## config.mk

```make
export PLATFORM = sky130hd
export DESIGN_NAME = ddrcd_top
export DESIGN_NICKNAME = d
export VERILOG_FILES = /design/src/rtl/ddrcd_pkg.sv /design/src/rtl/ddrcd_decode.sv /design/src/rtl/ddrcd_dll_timer.sv /design/src/rtl/ddrcd_top.sv
export VERILOG_INCLUDE_DIRS = /design/src /design/src/rtl
export SDC_FILE = /design/constraint.sdc
export NUM_CORES = 1
export LEC_CHECK = 0
export ABC_AREA = 1
export BUFFER_PORTS_ARGS = -buffer_cell sky130_fd_sc_hd__buf_2
export CAP_MARGIN = 20
export CELL_PAD_IN_SITES_DETAIL_PLACEMENT = 2
export CELL_PAD_IN_SITES_GLOBAL_PLACEMENT = 2
export CORE_MARGIN = 1.5
export CORE_UTILIZATION = 31
export CTS_BUF_LIST = sky130_fd_sc_hd__clkbuf_4 sky130_fd_sc_hd__clkbuf_8
export CTS_CLUSTER_DIAMETER = 50
export DETAILED_ROUTE_END_ITERATION = 10
export PLACE_DENSITY_LB_ADDON = 0.1
export SLEW_MARGIN = 10
export SYNTH_ARGS = -nofsm -noshare
export SYNTH_HDL_FRONTEND = slang
export SYNTH_HIERARCHICAL = 1
export SYNTH_SLANG_ARGS = --single-unit
```

## constraint.sdc

```tcl
create_clock -name i_ref_clk -period 2 [get_ports i_ref_clk]
set_clock_uncertainty 0.1 [all_clocks]
set_input_delay 0.4 -clock i_ref_clk [delete_from_list [all_inputs] [get_ports i_ref_clk]]
set_output_delay 0.4 -clock i_ref_clk [all_outputs]
set_load 0.01 [all_outputs]
```

## src/rtl/ddrcd_cfg.svh

```systemverilog
`ifndef DDRCD_CFG_SVH
`define DDRCD_CFG_SVH

// ----------------------------------------------------------------
// address and field positions
// ----------------------------------------------------------------
`define DDRCD_ADDR_W 13
`define DDRCD_BA_W 2
`define DDRCD_COL_W 10
`define DDRCD_AP_BIT 10
`define DDRCD_BA_BASE 2'h0
`define DDRCD_BA_EXT 2'h1
`define DDRCD_MR_DLL_RST_BIT 8
`define DDRCD_EMR_DLL_DIS_BIT 0
`define DDRCD_EMR_DRV_BIT 1
`define DDRCD_EMR_QSC_BIT 2

// ----------------------------------------------------------------
// reset values, timing and data width
// ----------------------------------------------------------------
`define DDRCD_MR_RST 13'h0000
`define DDRCD_EMR_RST 13'h0000
`define DDRCD_ROW_RST 13'h0000
`define DDRCD_DLL_LOCK_CYC 200
`define DDRCD_DATA_W 8

`endif

```

## src/rtl/ddrcd_pkg.sv

```systemverilog
`include "ddrcd_cfg.svh"

package ddrcd_pkg;

    // ------------------------------------------------------------
    // command encodings and states
    // ------------------------------------------------------------
    typedef enum logic [3:0] {
        DDRCD_CMD_NOP,
        DDRCD_CMD_ACT,
        DDRCD_CMD_RD,
        DDRCD_CMD_WR,
        DDRCD_CMD_BST,
        DDRCD_CMD_PRE,
        DDRCD_CMD_AREF,
        DDRCD_CMD_SREF,
        DDRCD_CMD_LMR_BASE,
        DDRCD_CMD_LMR_EXT,
        DDRCD_CMD_LMR_RSVD
    } ddrcd_cmd_t;

    typedef enum logic {
        DDRCD_ST_RUN,
        DDRCD_ST_SELF_REF
    } ddrcd_state_t;

    // ------------------------------------------------------------
    // carriers
    // ------------------------------------------------------------
    typedef struct packed {
        logic cs_b;
        logic ras_b;
        logic cas_b;
        logic we_b;
    } ddrcd_pins_t;

    typedef struct packed {
        ddrcd_cmd_t cmd;
        logic [`DDRCD_BA_W-1:0] bank;
        logic [`DDRCD_ADDR_W-1:0] addr;
    } ddrcd_req_t;

    typedef struct packed {
        logic act;
        logic rd;
        logic wr;
        logic bst;
        logic pre;
        logic aref;
        logic lmr;
    } ddrcd_evt_t;

endpackage : ddrcd_pkg

```

## src/rtl/ddrcd_decode.sv

```systemverilog
`timescale 1ns/10ps
`include "ddrcd_cfg.svh"

module ddrcd_decode (
    input ddrcd_pkg::ddrcd_pins_t i_pins,
    input logic i_cke,
    input logic [`DDRCD_BA_W-1:0] i_ba,
    input logic [`DDRCD_ADDR_W-1:0] i_addr,
    output ddrcd_pkg::ddrcd_req_t o_req
);
    import ddrcd_pkg::*;

    // ------------------------------------------------------------
    // truth table
    // ------------------------------------------------------------
    always_comb begin
        o_req.bank = i_ba;
        o_req.addr = i_addr;
        o_req.cmd = DDRCD_CMD_NOP;
        if (!i_pins.cs_b) begin
            case ({i_pins.ras_b, i_pins.cas_b, i_pins.we_b})
                3'h3: o_req.cmd = DDRCD_CMD_ACT;
                3'h5: o_req.cmd = DDRCD_CMD_RD;
                3'h4: o_req.cmd = DDRCD_CMD_WR;
                3'h6: o_req.cmd = DDRCD_CMD_BST;
                3'h2: o_req.cmd = DDRCD_CMD_PRE;
                3'h1: o_req.cmd = i_cke ? DDRCD_CMD_AREF
                                        : DDRCD_CMD_SREF;
                3'h0: begin
                    if (i_ba == `DDRCD_BA_BASE) begin
                        o_req.cmd = DDRCD_CMD_LMR_BASE;
                    end else if (i_ba == `DDRCD_BA_EXT) begin
                        o_req.cmd = DDRCD_CMD_LMR_EXT;
                    end else begin
                        o_req.cmd = DDRCD_CMD_LMR_RSVD;
                    end
                end
                default: o_req.cmd = DDRCD_CMD_NOP;
            endcase
            // clock-enable low only carries self refresh entry
            if (!i_cke && o_req.cmd != DDRCD_CMD_SREF) begin
                o_req.cmd = DDRCD_CMD_NOP;
            end
        end
    end

endmodule : ddrcd_decode

```

## src/rtl/ddrcd_dll_timer.sv

```systemverilog
`timescale 1ns/10ps

module ddrcd_dll_timer #(
    parameter int LOCK_CYC = 200
) (
    input wire logic i_ref_clk,
    input wire logic i_rst_b,
    input wire logic i_start,
    input wire logic i_dll_on,
    output logic o_ready
);
    import ddrcd_pkg::*;

    localparam int CNT_W = $clog2(LOCK_CYC + 1);
    localparam logic [CNT_W-1:0] CNT_MAX = CNT_W'(LOCK_CYC);

    generate
        if (LOCK_CYC < 1) begin : g_bad_lock
            $error("LOCK_CYC must be at least one");
        end
    endgenerate

    logic [CNT_W-1:0] cnt_q;
    logic [CNT_W-1:0] cnt_d;

    // ------------------------------------------------------------
    // lock counter
    // ------------------------------------------------------------
    always_comb begin
        cnt_d = cnt_q;
        if (i_start || !i_dll_on) begin
            cnt_d = '0;
        end else if (cnt_q != CNT_MAX) begin
            cnt_d = cnt_q + CNT_W'(1);
        end
    end

    always_ff @(posedge i_ref_clk or negedge i_rst_b) begin
        if (!i_rst_b) begin
            cnt_q <= '0;
        end else begin
            cnt_q <= cnt_d;
        end
    end

    assign o_ready = i_dll_on && (cnt_q == CNT_MAX);

endmodule : ddrcd_dll_timer

```

## src/rtl/ddrcd_top.sv

```systemverilog
`timescale 1ns/10ps
`include "ddrcd_cfg.svh"

module ddrcd_top #(
    parameter int DATA_W = `DDRCD_DATA_W,
    parameter int LOCK_CYC = `DDRCD_DLL_LOCK_CYC
) (
    input wire logic i_ref_clk,
    input wire logic i_rst_b,
    input wire logic i_cke,
    input ddrcd_pkg::ddrcd_pins_t i_pins,
    input wire logic [`DDRCD_BA_W-1:0] i_ba,
    input wire logic [`DDRCD_ADDR_W-1:0] i_addr,
    input wire logic i_wr_valid,
    input wire logic i_wr_mask,
    input wire logic [DATA_W-1:0] i_wr_data,
    output ddrcd_pkg::ddrcd_evt_t o_evt,
    output logic [`DDRCD_BA_W-1:0] o_bank,
    output logic [`DDRCD_ADDR_W-1:0] o_row,
    output logic [`DDRCD_COL_W-1:0] o_col,
    output logic o_auto_pre,
    output logic o_pre_all,
    output logic [`DDRCD_ADDR_W-1:0] o_refresh_row,
    output logic o_self_refresh,
    output logic [`DDRCD_ADDR_W-1:0] o_mode_reg,
    output logic [`DDRCD_ADDR_W-1:0] o_ext_mode_reg,
    output logic o_drive_reduced,
    output logic o_dll_on,
    output logic o_dll_reset,
    output logic o_read_ok,
    output logic o_read_early,
    output logic o_wr_en,
    output logic [DATA_W-1:0] o_wr_data
);
    import ddrcd_pkg::*;

    generate
        if (DATA_W < 1 || LOCK_CYC < 9) begin : g_bad_width
            $error("DATA_W must be at least one, LOCK_CYC at least nine");
        end
    endgenerate

    ddrcd_req_t req;
    ddrcd_state_t st_q, st_d;
    ddrcd_evt_t evt_q, evt_d;
    logic [`DDRCD_BA_W-1:0] bank_q, bank_d;
    logic [`DDRCD_ADDR_W-1:0] row_q, row_d;
    logic [`DDRCD_COL_W-1:0] col_q, col_d;
    logic ap_q, ap_d;
    logic pre_all_q, pre_all_d;
    logic [`DDRCD_ADDR_W-1:0] ref_row_q, ref_row_d;
    logic [`DDRCD_ADDR_W-1:0] mr_q, mr_d;
    logic [`DDRCD_ADDR_W-1:0] emr_q, emr_d;
    logic dll_on_q, dll_on_d;
    logic dll_rst_q, dll_rst_d;
    logic rd_early_q, rd_early_d;
    logic dll_start;
    logic dll_ready;
    logic wr_en_q, wr_en_d;
    logic [DATA_W-1:0] wr_data_q, wr_data_d;

    // ------------------------------------------------------------
    // decode and lock timer
    // ------------------------------------------------------------
    ddrcd_decode u_decode (
        .i_pins (i_pins),
        .i_cke (i_cke),
        .i_ba (i_ba),
        .i_addr (i_addr),
        .o_req (req)
    );

    ddrcd_dll_timer #(
        .LOCK_CYC (LOCK_CYC)
    ) u_dll_timer (
        .i_ref_clk (i_ref_clk),
        .i_rst_b (i_rst_b),
        .i_start (dll_start),
        .i_dll_on (dll_on_q),
        .o_ready (dll_ready)
    );

    // ------------------------------------------------------------
    // command execution
    // ------------------------------------------------------------
    always_comb begin
        st_d = st_q;
        evt_d = '0;
        bank_d = bank_q;
        row_d = row_q;
        col_d = col_q;
        ap_d = ap_q;
        pre_all_d = 1'b0;
        ref_row_d = ref_row_q;
        mr_d = mr_q;
        emr_d = emr_q;
        dll_on_d = dll_on_q;
        dll_rst_d = 1'b0;
        rd_early_d = 1'b0;
        dll_start = 1'b0;
        case (st_q)
            DDRCD_ST_RUN: begin
                case (req.cmd)
                    DDRCD_CMD_ACT: begin
                        evt_d.act = 1'b1;
                        bank_d = req.bank;
                        row_d = req.addr;
                    end
                    DDRCD_CMD_RD, DDRCD_CMD_WR: begin
                        evt_d.rd = (req.cmd == DDRCD_CMD_RD);
                        evt_d.wr = (req.cmd == DDRCD_CMD_WR);
                        bank_d = req.bank;
                        col_d = req.addr[`DDRCD_COL_W-1:0];
                        ap_d = req.addr[`DDRCD_AP_BIT];
                        // flag a read issued before the DLL has locked
                        rd_early_d = (req.cmd == DDRCD_CMD_RD)
                                     && !dll_ready;
                    end
                    DDRCD_CMD_BST: begin
                        evt_d.bst = 1'b1;
                    end
                    DDRCD_CMD_PRE: begin
                        evt_d.pre = 1'b1;
                        pre_all_d = req.addr[`DDRCD_AP_BIT];
                        if (!req.addr[`DDRCD_AP_BIT]) begin
                            bank_d = req.bank;
                        end
                    end
                    DDRCD_CMD_AREF: begin
                        evt_d.aref = 1'b1;
                        ref_row_d = ref_row_q + `DDRCD_ADDR_W'(1);
                    end
                    DDRCD_CMD_SREF: begin
                        st_d = DDRCD_ST_SELF_REF;
                    end
                    DDRCD_CMD_LMR_BASE: begin
                        evt_d.lmr = 1'b1;
                        mr_d = req.addr;
                        mr_d[`DDRCD_MR_DLL_RST_BIT] = 1'b0;
                        dll_rst_d = req.addr[`DDRCD_MR_DLL_RST_BIT];
                        // a DLL reset restarts the lock wait
                        dll_start = req.addr[`DDRCD_MR_DLL_RST_BIT];
                    end
                    DDRCD_CMD_LMR_EXT: begin
                        evt_d.lmr = 1'b1;
                        emr_d = req.addr;
                        dll_on_d = !req.addr[`DDRCD_EMR_DLL_DIS_BIT];
                        dll_start = !req.addr[`DDRCD_EMR_DLL_DIS_BIT];
                    end
                    default: begin
                        evt_d = '0;
                    end
                endcase
            end
            DDRCD_ST_SELF_REF: begin
                if (i_cke) begin
                    st_d = DDRCD_ST_RUN;
                    dll_on_d = 1'b1;
                    dll_start = 1'b1;
                end
            end
            default: st_d = DDRCD_ST_RUN;
        endcase
    end

    always_ff @(posedge i_ref_clk or negedge i_rst_b) begin
        if (!i_rst_b) begin
            st_q <= DDRCD_ST_RUN;
            evt_q <= '0;
            bank_q <= '0;
            row_q <= '0;
            col_q <= '0;
            ap_q <= 1'b0;
            pre_all_q <= 1'b0;
            ref_row_q <= `DDRCD_ROW_RST;
            mr_q <= `DDRCD_MR_RST;
            emr_q <= `DDRCD_EMR_RST;
            dll_on_q <= 1'b0;
            dll_rst_q <= 1'b0;
            rd_early_q <= 1'b0;
        end else begin
            st_q <= st_d;
            evt_q <= evt_d;
            bank_q <= bank_d;
            row_q <= row_d;
            col_q <= col_d;
            ap_q <= ap_d;
            pre_all_q <= pre_all_d;
            ref_row_q <= ref_row_d;
            mr_q <= mr_d;
            emr_q <= emr_d;
            dll_on_q <= dll_on_d;
            dll_rst_q <= dll_rst_d;
            rd_early_q <= rd_early_d;
        end
    end

    // ------------------------------------------------------------
    // write data masking
    // ------------------------------------------------------------
    always_comb begin
        wr_en_d = i_wr_valid && !i_wr_mask;
        wr_data_d = wr_en_d ? i_wr_data : wr_data_q;
    end

    always_ff @(posedge i_ref_clk or negedge i_rst_b) begin
        if (!i_rst_b) begin
            wr_en_q <= 1'b0;
            wr_data_q <= '0;
        end else begin
            wr_en_q <= wr_en_d;
            wr_data_q <= wr_data_d;
        end
    end

    // ------------------------------------------------------------
    // outputs
    // ------------------------------------------------------------
    assign o_evt = evt_q;
    assign o_bank = bank_q;
    assign o_row = row_q;
    assign o_col = col_q;
    assign o_auto_pre = ap_q;
    assign o_pre_all = pre_all_q;
    assign o_refresh_row = ref_row_q;
    assign o_self_refresh = (st_q == DDRCD_ST_SELF_REF);
    assign o_mode_reg = mr_q;
    assign o_ext_mode_reg = emr_q;
    assign o_drive_reduced = emr_q[`DDRCD_EMR_DRV_BIT];
    assign o_dll_on = dll_on_q;
    assign o_dll_reset = dll_rst_q;
    assign o_read_ok = dll_ready;
    assign o_read_early = rd_early_q;
    assign o_wr_en = wr_en_q;
    assign o_wr_data = wr_data_q;

    // ------------------------------------------------------------
    // checks
    // ------------------------------------------------------------
    logic run;
    logic sel;
    logic pin_act, pin_rd, pin_pre, pin_ref, pin_lmr;
    assign run = (st_q == DDRCD_ST_RUN) && i_cke;
    assign sel = !i_pins.cs_b && run;
    assign pin_act = sel && !i_pins.ras_b && i_pins.cas_b && i_pins.we_b;
    assign pin_rd = sel && i_pins.ras_b && !i_pins.cas_b && i_pins.we_b;
    assign pin_pre = sel && !i_pins.ras_b && i_pins.cas_b && !i_pins.we_b;
    assign pin_ref = !i_pins.ras_b && !i_pins.cas_b && i_pins.we_b;
    assign pin_lmr = sel && !i_pins.ras_b && !i_pins.cas_b && !i_pins.we_b;
endmodule : ddrcd_top

```

== Word level (Yosys, flattened, before mapping) ==
Cells that the tools add are included.

* Bits in registers: 93
* Output and inout port bits: 88
* Word-level logic and storage cells: 104

* Add/sub/neg operators: 2
* Equality and inequality tests: 22
* Mux-type cells: 33
* Bitwise operators: 1
* Reductions and logical operators: 24

{| class="wikitable"
|+ Operators with widths
! cell !! number
|-
| $pmux W4 S7 || 1
|-
| $mux W1 || 17
|-
| $eq A4 B3 Y1 const B || 4
|-
| $mux W4 || 4
|-
| $mux W8 || 2
|-
| $add A13 B1 Y13 const B || 1
|-
| $reduce_and A2 Y1 || 6
|-
| $eq A3 B3 Y1 const B || 3
|-
| $add A8 B1 Y8 const B || 1
|-
| $eq A4 B2 Y1 const B || 2
|-
| $eq A4 B4 Y1 const B || 2
|-
| $eq A8 B8 Y1 const B || 1
|-
| $ne A8 B8 Y1 const B || 1
|-
| $pmux W1 S2 || 4
|-
| $mux W7 || 1
|-
| $eq A3 B2 Y1 const B || 2
|-
| $mux W2 || 3
|-
| $logic_not A1 Y1 || 5
|-
| $eq A4 B1 Y1 const B || 1
|-
| $logic_and A1 B1 Y1 || 4
|-
| $ne A2 B2 Y1 const B || 2
|-
| $ne A4 B3 Y1 const B || 1
|-
| $pmux W2 S2 || 1
|-
| $reduce_bool A2 Y1 || 2
|-
| other kinds (10) || 11
|}

== Longest topological paths before layout ==
* Word-level depth: 14
* Depth in mapped cells: 15

== By module ==
Netlist, hierarchy kept.

{| class="wikitable"
|+ By module, submodules not included
! module !! instances !! cells an instance !! area each (um2) !! sequential area each (um2)
|-
| ddrcd_top || 1 || 352 || 3390.8 || 2127.0
|-
| ddrcd_dll_timer || 1 || 67 || 486.7 || 200.2
|-
| ddrcd_decode || 1 || 42 || 229.0 || 0.0
|}

== Worst setup path after synthesis ==
No wires, ideal clock.

* Kind: input to register
* Start: in i_pins[2] (netlist bit)
* End: reg u_dll_timer.cnt_q[3]
* Arrival time: 2.161 ns
* Data required time: 1.774 ns
* Setup slack: -0.388 ns
* Stages: 13
* Buffers on the path: 1
* Cell sequence: nor2_2 -> nand2_2 -> nand2_1 -> nand2_1 -> nor2_1 -> inv_1 -> nor2_4 -> nand4_2 -> clkbuf_2 -> o21ai_0 -> nor2_8 -> o21ai_0 -> a21oi_1

{| class="wikitable"
|+ RTL lines
! what !! RTL line !! RTL
|-
| from (decl) || ddrcd_top.sv:11 || <nowiki>input ddrcd_pkg::ddrcd_pins_t i_pins,</nowiki>
|-
| to (signal assigned) || ddrcd_dll_timer.sv:42 || <nowiki>cnt_q <= cnt_d;</nowiki>
|-
| to (decl) || ddrcd_dll_timer.sv:23 || <nowiki>logic [CNT_W-1:0] cnt_q;</nowiki>
|}

== Worst setup path in the final report ==
* Start: reg u_dll_timer.cnt_q[0]
* End: out o_read_ok

* Longest elaborated chain between the ends: 2

{| class="wikitable"
|+ RTL lines
! what !! RTL line !! RTL
|-
| $eq A8 B8 Y1 || ddrcd_dll_timer.sv:46 || <nowiki>assign o_ready = i_dll_on && (cnt_q == CNT_MAX);</nowiki>
|-
| $logic_and A1 B1 Y1 || ddrcd_dll_timer.sv:46 ||
|-
| to (decl) || ddrcd_top.sv:30 || <nowiki>output logic o_read_ok,</nowiki>
|}

Every way passes these cells.

==> flow_summary.toml <==
[floorplanning]
io_pins = 120
initial_core_util = 0.321
rows = 41
fp.dieW_um = 118
die_y_um = 118
coreArea_um2 = 12800
die_area_um2 = 13900

[min_path]
holdPathStages = 3
min_path_type = "input pin to register"
worstHoldStart = "i_wr_data[2]"

[power_and_ir_drop]
leakagePower_nw = 2.88
power_density_nw_per_um2 = 884
total_power_mw = 4.73
worst_ir_drop_vdd_v = 0.000334

[detailed_routing]
wl_per_cell_um = 16.0
totalWireLength_um = 12500
ant_nets = 0
firstDrtPassIters = 4
drc = 0
wl_met3_um = 576
topRoutingLayerUsed = "met4"
vias = 3576
dr_wl_met2_um = 6430
drt_iter0_drc = 130
drt-met1-wl_um = 5230
detail_route.vias_per_cell = 4.58

[yosys]
muxShareOfSynthArea = 0
seq_area_frac_synth = 0.567
synth_edf_count = 0
synth-seq-cells = 93
yosys.area_share.simple = 0.236
yosysMostFrequentCell = "nand2_1"
async_reset_ff_frac = 1.00
synth_ff_type = "dfrtp_1"
synth_xor_area_frac = 0.0128
netlist.area_leader.share = 0.567
synth.area.top_cells = "dfrtp_1 (57%), nand2_1 (13%), o21ai_0 (6.7%)"
yosys.area.top_type = "dfrtp_1"
yosys_warnings = 6
synth_compound_area_frac = 0.0835
synth_top_family_by_area = "simple AND/OR/NAND/NOR gates"
synthCells = 461
synthAdderAreaFrac = 0.00914
synth.distinct_cells = 33
syn-num-nets = 496
synth_area_um2 = 4110
synth.avg_cell_area_um2 = 8.91
synth_common_cells = "nand2_1 (141), dfrtp_1 (93), o21ai_0 (55)"

[place]
finalWeightedCongestion = 0.784
portBuffers = 118
place_ws_ns = -0.211
dp_hpwl_um = 9220

[status]
violations = "negative setup slack"
status = "finished, violations left"

[timing]
final_hold_viol_count = 0
setup_slack_ns = -0.0161
setup-violations-final = 1
finalCriticalPeriod_ns = 2.02
slew_viol_final = 0
fin_crit_sh = 1.01
fmax_ghz = 0.496
rsz0062_at_grt = "yes"

[clocking]
cts_buffers = 9
clock_sinks = 93
clock_latency_ns = 0.37
cts_tree = "built"
clk_pin_slew_ns = 0.10
cts_root_buffer = "clkbuf_8"
cts_max_level = 3
clockBufferDepth = 2

[critical_path]
worstSetupStartpoint = "u_dll_timer/cnt_q[0]"
critPathKind = "register to output pin"
critPathArrivalTime_ns = 1.52
rrSetupSlack_ns = 0.29
critPathMaxFanout = 2
r2r_start = "o_self_refresh"
r2r_cells = 7
end_kind = "output pin"
startpoint_type = "register"
critPathRequiredTime_ns = 1.50
critPathCapture = "o_read_ok"
r2r-end = "u_dll_timer/cnt_q[4]"

[final_layout]
area_growth_pct = 30.4
diodes = 0
post_route_cells_drive_above_1_share = 0.336
nets = 638

[global_routing]
grtUsageTotal = 0.190
grt_first_pass_wirelength_um = 21000
grt_pass1_vias = 4055
antenna_found_initial = 0
grt-ovfl-total = 0
grt_max_degree = 35

[run]
drv_cap = 0
==> layout by cell type (no fill, tap or decap), types with 5 or more instances in the layout <==
cell and count:
nor2_1 27, nand2_1 139, buf_4 35, nand3_1 14, dfrtp_1 93, o21ai_1 5
buf_2 116, inv_2 5, clkbuf_8 9, o21ai_0 54, inv_1 45, nor2_4 7
nand4_1 7, nor2_2 7
==> kinds of logic (layout without fill, tap and decap cells) <==
group | after synthesis | in the layout
AOI/OAI and AO/OA | 66 | 66
xor gates and xnor gates | 6 | 6
adders and majority gates | 3 | 3
buffers and inverters | 76 | 223
DFF | 93 | 93
other | 1 | 1
and+or+nand+nor | 216 | 216
==> worst max-delay path, stage by stage (launching register included) <==
cell	delay (ns)
dfrtp_1	0.41
inv_2	0.10
ha_4	0.15
nand2_4	0.05
nor2_4	0.10
nand2_4	0.07
nor2_4	0.13
buf_6	0.12
==> report_power, final <==
| part | internal (mW) | leakage (nW) | switching [mW] |
|---|---|---|---|
| clock | 0.588 | 0.105 | 0.739 |
| sequential | 2.15 | 1.21 | 0.167 |
| combinational | 0.460 | 1.56 | 0.631 |
==> how the worst min path moves through the flow <==
stage	to	slack, ns
finish	o_wr_data[2]	0.12
global route	o_wr_data[2]	0.11
CTS	o_wr_data[2]	0.1
detailed placement	o_evt[3]	0.29
global placement	o_evt[0]	0.28
floorplan	o_auto_pre	0.004
==> stage by stage <==
stage | utilization | instance area, um^2 | std cells | setup TNS, ns | hold slack (ns)
final | 0.419 | 5350 | 780 | -0.0161 | 0.122
after CTS | 0.416 | 5320 | 778 | -0.0234 | 0.0957
after floorplan | - | 4140 | 461 | 0 | 0.00441
after global routing | 0.419 | 5350 | 780 | -0.0633 | 0.111
after detailed placement | 0.394 | 5040 | 756 | -6.92 | 0.291
after global placement | 0.394 | 5040 | 756 | -1.93 | 0.285
==> final cells by class <==
cell class              count  area [um^2]
well taps                 172          215
inverters                  50          188
flip-flops and latches     93         2330
fillers                  1463         7420
clock inverters             7         73.8
multi-input cells         292         1480
clock buffers               9          124
repair buffers            157          945
==> metal layers <==
layer,vias up,GRT usage
li1,1710,-
met1,1786,0.227
met2,67,0.329
met3,13,0.0465
met4,0,0.0694
met5,-,0
==> what timing repair did <==
| item | CTS | global route |
|---|---|---|
| hold buffers | 1 | 0 |
| setup endpoints to repair | 1 | 2 |
| resized for setup | 9 | 6 |
| endpoints found under the hold margin | 30 | 0 |
| gates cloned | 0 | 0 |
| setup buffers | 5 | 2 |
| pin swaps | 5 | 3 |
(Power assumes the default switching activity.)
